## src/inc/cssr_map.svh

```systemverilog
// constants for the cpu status and save register block
// assumes a 5-bit system register number and 32-bit data
`ifndef CSSR_MAP_SVH
`define CSSR_MAP_SVH
`define CSSR_SREG_CAUSE      5'h04
`define CSSR_SREG_STATUS     5'h05
`define CSSR_SREG_TC_PC      5'h10
`define CSSR_SREG_TC_STAT    5'h11
`define CSSR_SREG_DBG_PC     5'h12
`define CSSR_SREG_DBG_STAT   5'h13
`define CSSR_BIT_NONMASK     7
`define CSSR_BIT_FAULT       6
`define CSSR_BIT_IRQ_BLOCK   5
`define CSSR_BIT_CLAMP       4
`define CSSR_BIT_CARRY       3
`define CSSR_BIT_WRAP        2
`define CSSR_BIT_SIGN        1
`define CSSR_BIT_ZERO        0
`define CSSR_STATUS_RESET    8'h20
`define CSSR_STATUS_W        8
`define CSSR_PC_W            26
`define CSSR_SAT_POS         32'h7FFFFFFF
`define CSSR_SAT_NEG         32'h80000000
`endif

```

## src/inc/cssr_pkg.sv

```systemverilog
// types for the cpu status and save register block
// assumes cssr_map.svh constants
package cssr_pkg;
	typedef enum logic [1:0] {
		cssr_op_none,
		cssr_op_plain,
		cssr_op_sat
	} cssr_op_t;
endpackage : cssr_pkg

```

## src/hdl/cssr_regs.sv

```systemverilog
// cpu status word, cause register and save registers
// assumes the pipeline presents one event per cycle, all synchronous to ref_clk_in
`timescale 1ns/1ps
`include "cssr_map.svh"
module cssr_regs (
	input  wire logic             ref_clk_in,
	input  wire logic             reset_n_in,
	input  wire logic             sysreg_write_instr_in,
	input  wire logic             sysreg_read_instr_in,
	input  wire logic [4:0]       sysreg_num_in,
	input  wire logic [31:0]      sysreg_wdata_in,
	input  wire cssr_pkg::cssr_op_t alu_op_in,
	input  wire logic [31:0]      alu_result_in,
	input  wire logic             alu_carry_in,
	input  wire logic             alu_ovf_in,
	input  wire logic             alu_ovf_positive_in,
	input  wire logic             irq_req_in,
	input  wire logic             nmi_req_in,
	input  wire logic             exc_event_in,
	input  wire logic [31:0]      event_code_in,
	input  wire logic             table_call_instr_in,
	input  wire logic             debug_trap_instr_in,
	input  wire logic             illegal_opcode_in,
	input  wire logic             debug_return_instr_in,
	input  wire logic [31:0]      next_pc_in,
	output logic [31:0]           sysreg_rdata_out,
	output logic                  irq_ack_out,
	output logic                  nmi_ack_out,
	output logic [31:0]           sat_result_out,
	output logic                  pc_load_out,
	output logic [31:0]           pc_value_out,
	output logic [31:0]           status_word_out
);
	logic [31:0]                  exception_cause_r;
	logic [`CSSR_STATUS_W-1:0]    status_word_r;
	logic [`CSSR_STATUS_W-1:0]    status_flags_nxt;
	logic [`CSSR_STATUS_W-1:0]    status_word_nxt;
	logic [`CSSR_PC_W-1:0]        table_call_saved_pc_r;
	logic [`CSSR_STATUS_W-1:0]    table_call_saved_status_r;
	logic [`CSSR_PC_W-1:0]        debug_trap_saved_pc_r;
	logic [`CSSR_STATUS_W-1:0]    debug_trap_saved_status_r;
	logic                         debug_window_r;
	logic                         status_wr;
	logic                         tc_pc_wr;
	logic                         tc_status_wr;
	logic                         dbg_pc_wr;
	logic                         dbg_status_wr;
	logic                         dbg_acc;
	logic                         dbg_open;
	logic                         trap_event;
	logic                         cause_load;
	logic                         irq_take;
	logic                         nmi_take;
	logic [31:0]                  sat_val;
	logic [31:0]                  rdata_nxt;

	// ---------------------------------------------------------------
	// helpers
	// ---------------------------------------------------------------
	function automatic logic [`CSSR_PC_W-1:0] pc_trim(input logic [31:0] v);
		pc_trim = {v[`CSSR_PC_W-1:1], 1'b0};
	endfunction : pc_trim

	function automatic logic [31:0] pc_wide(input logic [`CSSR_PC_W-1:0] v);
		pc_wide = {{(32-`CSSR_PC_W){1'b0}}, v};
	endfunction : pc_wide

	function automatic logic [31:0] stat_wide(input logic [`CSSR_STATUS_W-1:0] v);
		stat_wide = {{(32-`CSSR_STATUS_W){1'b0}}, v};
	endfunction : stat_wide

	function automatic logic sreg_hit(input logic [4:0] num, input logic [4:0] code);
		sreg_hit = (num == code);
	endfunction : sreg_hit

	// zero test shared by the plain and the clamped flag paths
	function automatic logic is_zero(input logic [31:0] v);
		is_zero = (v == 32'h00000000);
	endfunction : is_zero

	// ---------------------------------------------------------------
	// register write enables
	// ---------------------------------------------------------------
	assign status_wr     = sysreg_write_instr_in && sreg_hit(sysreg_num_in, `CSSR_SREG_STATUS);
	assign tc_pc_wr      = sysreg_write_instr_in && sreg_hit(sysreg_num_in, `CSSR_SREG_TC_PC);
	assign tc_status_wr  = sysreg_write_instr_in && sreg_hit(sysreg_num_in, `CSSR_SREG_TC_STAT);
	// the debug pair only takes writes while its window is open
	assign dbg_pc_wr     = sysreg_write_instr_in && dbg_acc
		&& sreg_hit(sysreg_num_in, `CSSR_SREG_DBG_PC);
	assign dbg_status_wr = sysreg_write_instr_in && dbg_acc
		&& sreg_hit(sysreg_num_in, `CSSR_SREG_DBG_STAT);
	// no enable exists for the cause number

	// ---------------------------------------------------------------
	// trap events
	// ---------------------------------------------------------------
	// plain exceptions save state but do not open the debug window
	assign trap_event = exc_event_in || debug_trap_instr_in || illegal_opcode_in;
	assign dbg_open   = debug_trap_instr_in || illegal_opcode_in;
	assign dbg_acc    = debug_window_r;

	// ---------------------------------------------------------------
	// interrupt acknowledge gating
	// ---------------------------------------------------------------
	// gating uses the registered flags, so a write lands before it can unmask
	assign nmi_take   = nmi_req_in && !status_wr
		&& !status_word_r[`CSSR_BIT_NONMASK];
	assign irq_take   = irq_req_in && !nmi_take && !status_wr
		&& !status_word_r[`CSSR_BIT_IRQ_BLOCK]
		&& !status_word_r[`CSSR_BIT_NONMASK];
	assign cause_load = nmi_take || irq_take || exc_event_in;

	// ---------------------------------------------------------------
	// saturation clamp
	// ---------------------------------------------------------------
	always_comb begin
		if (alu_ovf_in) begin
			sat_val = alu_ovf_positive_in ? `CSSR_SAT_POS : `CSSR_SAT_NEG;
		end else begin
			sat_val = alu_result_in;
		end
	end

	// ---------------------------------------------------------------
	// arithmetic flag update
	// ---------------------------------------------------------------
	always_comb begin
		status_flags_nxt = status_word_r;
		unique case (alu_op_in)
			cssr_pkg::cssr_op_none: begin
			end
			cssr_pkg::cssr_op_plain: begin
				status_flags_nxt[`CSSR_BIT_CARRY] = alu_carry_in;
				status_flags_nxt[`CSSR_BIT_WRAP]  = alu_ovf_in;
				status_flags_nxt[`CSSR_BIT_SIGN]  = alu_result_in[31];
				status_flags_nxt[`CSSR_BIT_ZERO]  = is_zero(alu_result_in);
			end
			cssr_pkg::cssr_op_sat: begin
				status_flags_nxt[`CSSR_BIT_CARRY] = alu_carry_in;
				status_flags_nxt[`CSSR_BIT_WRAP]  = alu_ovf_in;
				status_flags_nxt[`CSSR_BIT_SIGN]  = sat_val[31];
				status_flags_nxt[`CSSR_BIT_ZERO]  = is_zero(sat_val);
				// arithmetic sets the sticky flag only here and never clears it
				if (alu_ovf_in) begin
					status_flags_nxt[`CSSR_BIT_CLAMP] = 1'b1;
				end
			end
			default: begin
			end
		endcase
	end

	// ---------------------------------------------------------------
	// status word next value, later events take priority
	// ---------------------------------------------------------------
	always_comb begin
		status_word_nxt = status_flags_nxt;
		if (status_wr) begin
			status_word_nxt = sysreg_wdata_in[`CSSR_STATUS_W-1:0];
		end
		if (debug_return_instr_in) begin
			status_word_nxt = debug_trap_saved_status_r;
		end
		if (trap_event) begin
			status_word_nxt[`CSSR_BIT_FAULT] = 1'b1;
		end
		if (irq_take) begin
			status_word_nxt[`CSSR_BIT_IRQ_BLOCK] = 1'b1;
		end
		if (nmi_take) begin
			status_word_nxt[`CSSR_BIT_NONMASK]   = 1'b1;
			status_word_nxt[`CSSR_BIT_IRQ_BLOCK] = 1'b1;
		end
	end

	always_ff @(posedge ref_clk_in or negedge reset_n_in) begin
		if (!reset_n_in) begin
			status_word_r <= `CSSR_STATUS_RESET;
		end else begin
			status_word_r <= status_word_nxt;
		end
	end

	// ---------------------------------------------------------------
	// cause register
	// ---------------------------------------------------------------
	always_ff @(posedge ref_clk_in or negedge reset_n_in) begin
		if (!reset_n_in) begin
			exception_cause_r <= 32'h00000000;
		end else if (cause_load) begin
			exception_cause_r <= event_code_in;
		end
	end

	// ---------------------------------------------------------------
	// table call save pair
	// ---------------------------------------------------------------
	// the instruction's own save outranks a write in the same cycle
	always_ff @(posedge ref_clk_in or negedge reset_n_in) begin
		if (!reset_n_in) begin
			table_call_saved_pc_r <= '0;
		end else if (table_call_instr_in) begin
			table_call_saved_pc_r <= pc_trim(next_pc_in);
		end else if (tc_pc_wr) begin
			table_call_saved_pc_r <= sysreg_wdata_in[`CSSR_PC_W-1:0];
		end
	end

	always_ff @(posedge ref_clk_in or negedge reset_n_in) begin
		if (!reset_n_in) begin
			table_call_saved_status_r <= '0;
		end else if (table_call_instr_in) begin
			table_call_saved_status_r <= status_word_r;
		end else if (tc_status_wr) begin
			table_call_saved_status_r <= sysreg_wdata_in[`CSSR_STATUS_W-1:0];
		end
	end

	// ---------------------------------------------------------------
	// debug access window
	// ---------------------------------------------------------------
	always_ff @(posedge ref_clk_in or negedge reset_n_in) begin
		if (!reset_n_in) begin
			debug_window_r <= 1'b0;
		end else if (dbg_open) begin
			debug_window_r <= 1'b1;
		end else if (debug_return_instr_in) begin
			debug_window_r <= 1'b0;
		end
	end

	// ---------------------------------------------------------------
	// debug save pair
	// ---------------------------------------------------------------
	always_ff @(posedge ref_clk_in or negedge reset_n_in) begin
		if (!reset_n_in) begin
			debug_trap_saved_pc_r <= '0;
		end else if (trap_event) begin
			debug_trap_saved_pc_r <= pc_trim(next_pc_in);
		end else if (dbg_pc_wr) begin
			debug_trap_saved_pc_r <= sysreg_wdata_in[`CSSR_PC_W-1:0];
		end
	end

	always_ff @(posedge ref_clk_in or negedge reset_n_in) begin
		if (!reset_n_in) begin
			debug_trap_saved_status_r <= '0;
		end else if (trap_event) begin
			debug_trap_saved_status_r <= status_word_r;
		end else if (dbg_status_wr) begin
			debug_trap_saved_status_r <= sysreg_wdata_in[`CSSR_STATUS_W-1:0];
		end
	end

	// ---------------------------------------------------------------
	// read port, registered; unmapped or locked numbers read zero
	// ---------------------------------------------------------------
	always_comb begin
		rdata_nxt = 32'h00000000;
		unique case (sysreg_num_in)
			`CSSR_SREG_CAUSE:   rdata_nxt = exception_cause_r;
			`CSSR_SREG_STATUS:  rdata_nxt = stat_wide(status_word_r);
			`CSSR_SREG_TC_PC:   rdata_nxt = pc_wide(table_call_saved_pc_r);
			`CSSR_SREG_TC_STAT: rdata_nxt = stat_wide(table_call_saved_status_r);
			`CSSR_SREG_DBG_PC: begin
				if (dbg_acc) begin
					rdata_nxt = pc_wide(debug_trap_saved_pc_r);
				end
			end
			`CSSR_SREG_DBG_STAT: begin
				if (dbg_acc) begin
					rdata_nxt = stat_wide(debug_trap_saved_status_r);
				end
			end
			default:            rdata_nxt = 32'h00000000;
		endcase
	end

	// read data holds between reads so a late consumer still sees it
	always_ff @(posedge ref_clk_in or negedge reset_n_in) begin
		if (!reset_n_in) begin
			sysreg_rdata_out <= 32'h00000000;
		end else if (sysreg_read_instr_in) begin
			sysreg_rdata_out <= rdata_nxt;
		end
	end

	// ---------------------------------------------------------------
	// acknowledge outputs
	// ---------------------------------------------------------------
	always_ff @(posedge ref_clk_in or negedge reset_n_in) begin
		if (!reset_n_in) begin
			irq_ack_out <= 1'b0;
		end else begin
			irq_ack_out <= irq_take;
		end
	end

	always_ff @(posedge ref_clk_in or negedge reset_n_in) begin
		if (!reset_n_in) begin
			nmi_ack_out <= 1'b0;
		end else begin
			nmi_ack_out <= nmi_take;
		end
	end

	// ---------------------------------------------------------------
	// saturation result
	// ---------------------------------------------------------------
	always_ff @(posedge ref_clk_in or negedge reset_n_in) begin
		if (!reset_n_in) begin
			sat_result_out <= 32'h00000000;
		end else if (alu_op_in == cssr_pkg::cssr_op_sat) begin
			sat_result_out <= sat_val;
		end
	end

	// ---------------------------------------------------------------
	// pc restore
	// ---------------------------------------------------------------
	always_ff @(posedge ref_clk_in or negedge reset_n_in) begin
		if (!reset_n_in) begin
			pc_load_out <= 1'b0;
		end else begin
			pc_load_out <= debug_return_instr_in;
		end
	end

	// a written odd value is forced even again on the way to the pc
	always_ff @(posedge ref_clk_in or negedge reset_n_in) begin
		if (!reset_n_in) begin
			pc_value_out <= 32'h00000000;
		end else if (debug_return_instr_in) begin
			pc_value_out <= pc_wide(pc_trim(pc_wide(debug_trap_saved_pc_r)));
		end
	end

	// ---------------------------------------------------------------
	// status mirror
	// ---------------------------------------------------------------
	always_ff @(posedge ref_clk_in or negedge reset_n_in) begin
		if (!reset_n_in) begin
			status_word_out <= {24'h000000, `CSSR_STATUS_RESET};
		end else begin
			status_word_out <= stat_wide(status_word_nxt);
		end
	end
endmodule : cssr_regs

```

## config.mk

```make
export PLATFORM = sky130hd
export DESIGN_NAME = cssr_regs
export DESIGN_NICKNAME = d
export VERILOG_FILES = /design/src/inc/cssr_pkg.sv /design/src/hdl/cssr_regs.sv
export VERILOG_INCLUDE_DIRS = /design/src /design/src/inc
export SDC_FILE = /design/constraint.sdc
export NUM_CORES = 1
export LEC_CHECK = 0
export ABC_AREA = 0
export BUFFER_PORTS_ARGS = -buffer_cell sky130_fd_sc_hd__buf_2
export CAP_MARGIN = 20
export CORE_ASPECT_RATIO = 1.2
export CORE_MARGIN = 1
export CORE_UTILIZATION = 44
export CTS_BUF_LIST = sky130_fd_sc_hd__clkbuf_8
export DETAILED_ROUTE_END_ITERATION = 16
export GPL_TIMING_DRIVEN = 0
export PLACE_DENSITY_LB_ADDON = 0.25
export SYNTH_ARGS = -nofsm -noshare
export SYNTH_HDL_FRONTEND = slang
export SYNTH_SLANG_ARGS = --single-unit
```

## constraint.sdc

```tcl
create_clock -name ref_clk_in -period 2.18 [get_ports ref_clk_in]
set_input_delay 0.109 -clock ref_clk_in [delete_from_list [all_inputs] [get_ports ref_clk_in]]
set_output_delay 0.109 -clock ref_clk_in [all_outputs]
set_load 0.02 [all_outputs]
```

After elaboration in Yosys (flattened, before gate mapping) --
Cells that the tools add are included. Widths: inputs -> output; s select.
Word-level totals: register bits after elaboration 201, bits in latches 0, memory bits (writable) 0, ROM bits 0, input bits 149, output and inout bits 131, logic and storage cells 84, memories kept 0
Cells by class: add/subtract/negate cells 0, multipliers 0, divide/modulo/power cells 0, order comparisons 0, eq/ne operators 8, shifts and indexed selects 0, muxes and demuxes 24, bitwise gates (word level) 0, reductions and logical operators 35
Operators with widths (count):
- $pmux 32 s6 | 1
- $mux 26 | 5
- $logic_not 32->1 | 2
- $mux 32 | 2
- $mux 8 | 7
- $eq 5x5->1 const B | 4
- $logic_and 1x1->1 | 12
- $reduce_bool 3->1 | 4
- $eq 5x3->1 const B | 2
- $reduce_bool 2->1 | 5
- $mux 1 | 8
- $pmux 4 s2 | 1
- $reduce_bool 4->1 | 2
- $logic_or 1x1->1 | 5
- $logic_not 1->1 | 4
- $eq 2x1->1 const B | 1
- $eq 2x2->1 const B | 1
- $reduce_and 2->1 | 1

Longest topological paths before layout --
Gate-level depths: netlist of run 1.
depth in word-level cells 12, depth in mapped cells 7, depth with buffers taken out 6

Worst setup path before layout of run 1 --
No wires, ideal clock.
path type register -> register, start reg status_word_out[5] (netlist name), end reg exception_cause_r[10], library setup time 0.125 ns, arrival time 1.546 ns, required time 2.055 ns, setup slack 0.509 ns, stages on the path, launching flop included 6, clock period less this slack 1.671 ns, path through dfstp_2 nand2b_1 a221oi_2 nor2_2 buf_6 mux2_4
RTL lines:
- end signal, assigned | line cssr_regs.sv:191 | exception_cause_r <= event_code_in;
- end, declared | line cssr_regs.sv:34 | logic [31:0] exception_cause_r;

==> results_dict.tcl, run 1 <==
set metrics [dict create \
    avgViaCountPerCell 5.33 \
    cap_violations 0 \
    clk_latency_ps 520 \
    setup_viol 0 \
    synth_area_per_cell_um2 11.0 \
    slowest_stage "dlygate4sd3_1" \
    grtUsageTotal_pct 27.3 \
    io-pin-count 280 \
    reg2reg_from "status_word_out[5]" \
    nNetsFinal 1452 \
    clkTransAtPathRegs_ps 60 \
    cts.htree.levels 2 \
    ys_ff_latch 201 \
    yosysSeqAreaShare_pct 53.6 \
    area_growth_pct 40.0 \
    grt_overflow 0 \
    tightest_slew_ps 864 \
    cts_tree "yes" \
    crit_fanout 10 \
    synth.area.top_cells "dfrtp_1 (53%), mux2i_1 (7.7%), a21oi_1 (5.5%), mux2_4 (4.8%), mux2_2 (4.1%)" \
    period_needed_ps 2110 \
    crit_top_cell "clkbuf_1" \
    startpoint_type "primary input" \
    grt_start_max_net_pins 96 \
    antenna_found_initial 1 \
    syn_inst 851 \
    use_met3_pct 4.96 \
    ir_drop_uv 581 \
    path_cells "dlygate4sd3_1 > buf_2 > clkinv_1 > or3_1 > clkbuf_1 > clkbuf_1 > o21ai_0" \
    slew_violations 0 \
    dr.pass1.iters 7 \
    cts-buffers-inserted 36 \
    pre_cts_ws_ps -83.3 \
    yosys.area.top_type "dfrtp_1" \
    fin_skew_ps 27.6 \
    p_leak_nw 6.57 \
    worstSetupPathType "primary input to register" \
    drt-wirelength-per-cell_um 18.7 \
    relSlewSlack_pct 42.2 \
    worstPathArrival_ps 2530 \
    cts_buffer_depth 3 \
    die-area_mm2 0.0219 \
    worstRegToRegCells 5 \
    core_mm2 0.0210 \
    ys_types 46 \
    grt_use_met1_pct 34.1 \
    placementRows 58 \
    hold_viol 0 \
    rsz0062_at_grt "no" \
    startpoint "sysreg_read_instr_in" \
    io_buffer_count 234 \
    fin_crit_sh_pct 96.6 \
    dp_hpwl_um 19200 \
    rr_endpoint "exception_cause_r[19]" \
    setup_ws_ps 74.7 \
    final_cells 1585 \
    max_freq_mhz 475 \
    wl_um 29700 \
    drt_iter0_markers 488 \
    worstPathRequired_ps 2610 \
    cp_slowest_stage_delay_ps 520 \
    reg2reg_slack_ps 230 \
    floorplan.die.height_um 162 \
    synth_warnings 0 \
    cts-root-buf "clkbuf_8" \
    final_util_pct 62.7 \
    synth-edff-count 0 \
    min_path_type "primary input to register" \
    place_congestion 0.850 \
    dp.cells 1387 \
    endpoint_kind "register" \
    synth.most_common_cell "dfrtp_1" \
    grt_pass1_vias 8487 \
    synth_common_cells "dfrtp_1 (200), a21oi_1 (104), mux2i_1 (72)" \
    ys.flop_type "dfrtp_1" \
    clock_sinks 201 \
    status "complete, no violations" \
    vias 8447 \
    top_usage_layer "met2" \
    synth_top_area_share_pct 53.3 \
    syn_area_mm2 0.00939 \
    synth-async-reset-ratio_pct 100 \
    drive_gt1_share_pct 30.5 \
    initial_core_util_pct 44.8 \
    use_met2_pct 45.4 \
    die_w_um 135 \
    cp-endpoint "sysreg_rdata_out[16]" \
    drc 0 \
    grt_pass1_wl_um 45800 \
    p_per_area_mw_per_mm2 717 \
    ant_nets 0 \
]
[critical path, delay by kind of cell]
| family | cells | cell delay [ps] |
|---|---|---|
| buf+inv | 5 | 1670 |
| simple gates | 1 | 460 |
| compound gates | 1 | 290 |
[cell families after synthesis]
group,share of synthesized area (%)
compound gates,15.4
fa+ha+maj,0.133
buf+inv,6.03
flops,53.6
mux,16.8
other cells,0.0400
simple gates,8.01
[sequential cells by signal, summed over array words and instances, names as in the netlist, 8 cells and up]
register and count:
debug_trap_saved_status_r 8, pc_value_out 25, sat_result_out 32, debug_trap_saved_pc_r 26
table_call_saved_status_r 8, table_call_saved_pc_r 26, exception_cause_r 32, sysreg_rdata_out 32
status_word_out 8
[placed cells by master (no fill, tap or decap), types with 4 or more instances in the layout]
master and instances:
buf_1 5, dfrtp_1 200, clkbuf_1 35, mux2_2 34, mux2_4 30, o21ai_1 7
nor2b_1 6, a21oi_1 104, a22o_1 8, nor4_1 9, nand3_1 11, inv_1 21
a222oi_1 8, and2_1 4, nand2_1 41, o21ai_0 63, clkbuf_8 41, nor2_1 69
mux2i_1 72, dlygate4sd3_1 147, buf_2 250, conb_1 31, buf_4 33, a22oi_1 45
[layout make-up]
type,instances,area [µm²]
Fill cell,1758,7830
Sequential cell,201,5030
Multi-Input combinational cell,574,3900
Timing Repair Buffer,383,2710
Clock buffer,41,564
Buffer,93,517
Tap cell,270,338
Inverter,13,48.8
Clock inverter,9,33.8
Antenna cell,1,2.50
[metrics by stage]
step / area (µm²) / hold slack, ps / total power [mW] / setup TNS (ps)
final: 13100 / 55.9 / 9.43 / 0
after global routing: 13100 / 50.1 / 9.86 / 0
after CTS: 13100 / 33.2 / 9.49 / 0
after detailed placement: 11100 / 32.8 / 6.10 / -369
after global placement: 11000 / 272 / 6.06 / -498020
after floorplan: 9500 / -187 / 5.40 / 0
[how the worst min path moves through the flow]
stage,startpoint,end,slack [ps],cells past startpoint
after floorplan,reset_n_in,dbg_acc,-190,0
after global placement,debug_return_instr_in,pc_load_out,270,1
after detailed placement,reset_n_in,exception_cause_r[14],30,1
after CTS,exc_event_in,exception_cause_r[0],30,3
after global routing,exc_event_in,exception_cause_r[1],50,3
final,exc_event_in,exception_cause_r[1],60,3
[metal layers]
metal | up-vias | wire (µm)
met5 | - | 0
met4 | 0 | 1150
met3 | 85 | 1950
met2 | 371 | 14500
met1 | 4108 | 12100
li1 | 3883 | -
[repair_timing]
item,4_1_cts,5_1_grt
hold buffers,147,0
buffers inserted,0,0
endpoints found under the hold margin,285,0
gates resized for setup,0,0
[power by group]
group	internal (mW)	total (mW)	switching (mW)
clock	1.67	3.13	1.46
sequential	4.12	4.39	0.265
combinational	0.895	1.91	1.01
No activity file was read; power rests on OpenSTA's default activity.
==> run 2, diff against run 1 <==
CORE_MARGIN = unset   (was 1)
PLACE_DENSITY_LB_ADDON = 0.2   (was 0.25)
==> results_dict.tcl, run 2 (same netlist as run 1, synthesis figures left out) <==
set metrics [dict create \
    status "complete, no violations" \
    grt_start_max_net_pins 113 \
    drive_gt1_share_pct 31.3 \
    worstRegToRegCells 5 \
    placementRows 58 \
    grt_pass1_wl_um 44700 \
    fillers 1743 \
    dp_hpwl_um 18800 \
    ant_nets 0 \
    whs_endpoint "status_word_out[5]" \
    holdPathStages 4 \
    worstSetupPathType "primary input to register" \
    nNetsFinal 1450 \
    reg2reg_from "status_word_out[5]" \
    cap_violations 0 \
    rr_endpoint "exception_cause_r[20]" \
    cts-buffers-inserted 35 \
    cts_buffer_depth 3 \
    setup_viol 0 \
    clk_latency_ps 520 \
    antennaDiodeCount 0 \
    grtUsageTotal_pct 26.7 \
    floorplan.die.height_um 162 \
    initial_core_util_pct 44.8 \
    drt-wirelength-per-cell_um 18.2 \
    antenna_found_initial 0 \
    min_path_type "primary input to register" \
    drc 0 \
    core_mm2 0.0210 \
    place_congestion 0.814 \
    slew_violations 0 \
    whs_ps 38.6 \
    die_w_um 135 \
    tightest_slew_ps 766 \
    clock_sinks 201 \
    relSlewSlack_pct 49.0 \
    worstPathRequired_ps 2590 \
    rsz0062_at_grt "no" \
    io_buffer_count 234 \
    cts-root-buf "clkbuf_8" \
    startpoint_type "primary input" \
    layout_commonest_cell "buf_2" \
    drt_iter0_markers 485 \
    final_cells 1596 \
    reg2reg_slack_ps 190 \
    hold_viol 0 \
    ir_drop_uv 515 \
    p_leak_nw 6.64 \
    area_growth_pct 41.5 \
    grt_overflow 0 \
    mostFrequentLayoutCells "buf_2 (250), dfrtp_1 (200), dlygate4sd3_1 (147)" \
    setup_ws_ps 72.7 \
    crit_fanout 10 \
    endpoint_kind "register" \
    cts.htree.levels 2 \
    pre_cts_ws_ps -14.3 \
    wl_um 29100 \
    grt_pass1_vias 8359 \
    placed_cell_area_mm2 0.0110 \
    die-area_mm2 0.0219 \
    period_needed_ps 2110 \
    dr.pass1.iters 6 \
    avgViaCountPerCell 5.21 \
    vias 8320 \
    max_freq_mhz 475 \
    cts_tree "yes" \
    worstPathArrival_ps 2520 \
    io-pin-count 280 \
    dp.cells 1386 \
    p_per_area_mw_per_mm2 746 \
    holdCritStartpoint "irq_req_in" \
    fin_crit_sh_pct 96.7 \
    clkTransAtPathRegs_ps 60 \
    fin_skew_ps 30.4 \
    largestRegisters "exception_cause_r x32, sat_result_out x32, sysreg_rdata_out x32" \
    design_area_mm2 0.0133 \
]
run 2: timing repair:
item | 4_1_cts | 5_1_grt
buffers inserted | 0 | 0
gates resized for setup | 0 | 2
endpoints found under the setup margin | 0 | 29
hold buffers | 147 | 0
endpoints found under the hold margin | 234 | 0
run 2: worst max-delay path by stage:
stage | to | slack, ps | start
final | sysreg_rdata_out[18] | 70 | sysreg_read_instr_in
after global routing | sysreg_rdata_out[18] | 40 | sysreg_read_instr_in
after global placement | sat_result_out[17] | -2490 | reset_n_in
after detailed placement | status_word_out[6] | -10 | debug_trap_instr_in
after CTS | status_word_out[6] | 40 | illegal_opcode_in
after floorplan | exception_cause_r[10] | 510 | status_word_out[5]
run 2: report_power, final:
part / leakage (nW) / total [mW] / internal (mW) / switching, mW
Sequential: 2.41 / 4.39 / 4.12 / 0.267
Combinational: 3.81 / 1.89 / 0.890 / 1.00
Clock: 0.424 / 3.63 / 2.08 / 1.54
Total: 6.64 / 9.91 / 7.10 / 2.81
run 2: worst max-delay path: stages:
cell	delay (ps)
dlygate4sd3_1	550
buf_2	180
clkinv_1	330
or3_1	450
clkbuf_1	290
clkbuf_1	360
o21ai_0	240
run 2: final cells by class:
cell class	instances	area, µm²	share of cell area, %
Buffer	93	517	3.89
Clock buffer	48	661	4.97
Clock inverter	15	95.1	0.716
Inverter	13	48.8	0.367
Multi-Input combinational cell	574	3910	29.4
Sequential cell	201	5030	37.9
Tap cell	270	338	2.54
Timing Repair Buffer	382	2680	20.2
run 2: layer usage:
metal  share of wire, %  wire [µm]  vias up  track usage [%]
met5                  0          0        -                0
li1                   -          -     3901                -
met1                 42      12100     3996             34.3
met2                 48      14000      346             43.9
met3                6.8       1990       77             4.93
met4                3.5       1010        0             11.4
run 2: metrics by stage:
stage	utilization [%]	setup TNS (ps)	power, mW
after floorplan	-	0	5.40
after detailed placement	52.7	-14.3	6.10
after CTS	63.3	0	10.0
after global routing	63.3	0	10.4
final	63.3	0	9.91
after global placement	52.5	-496500	6.06
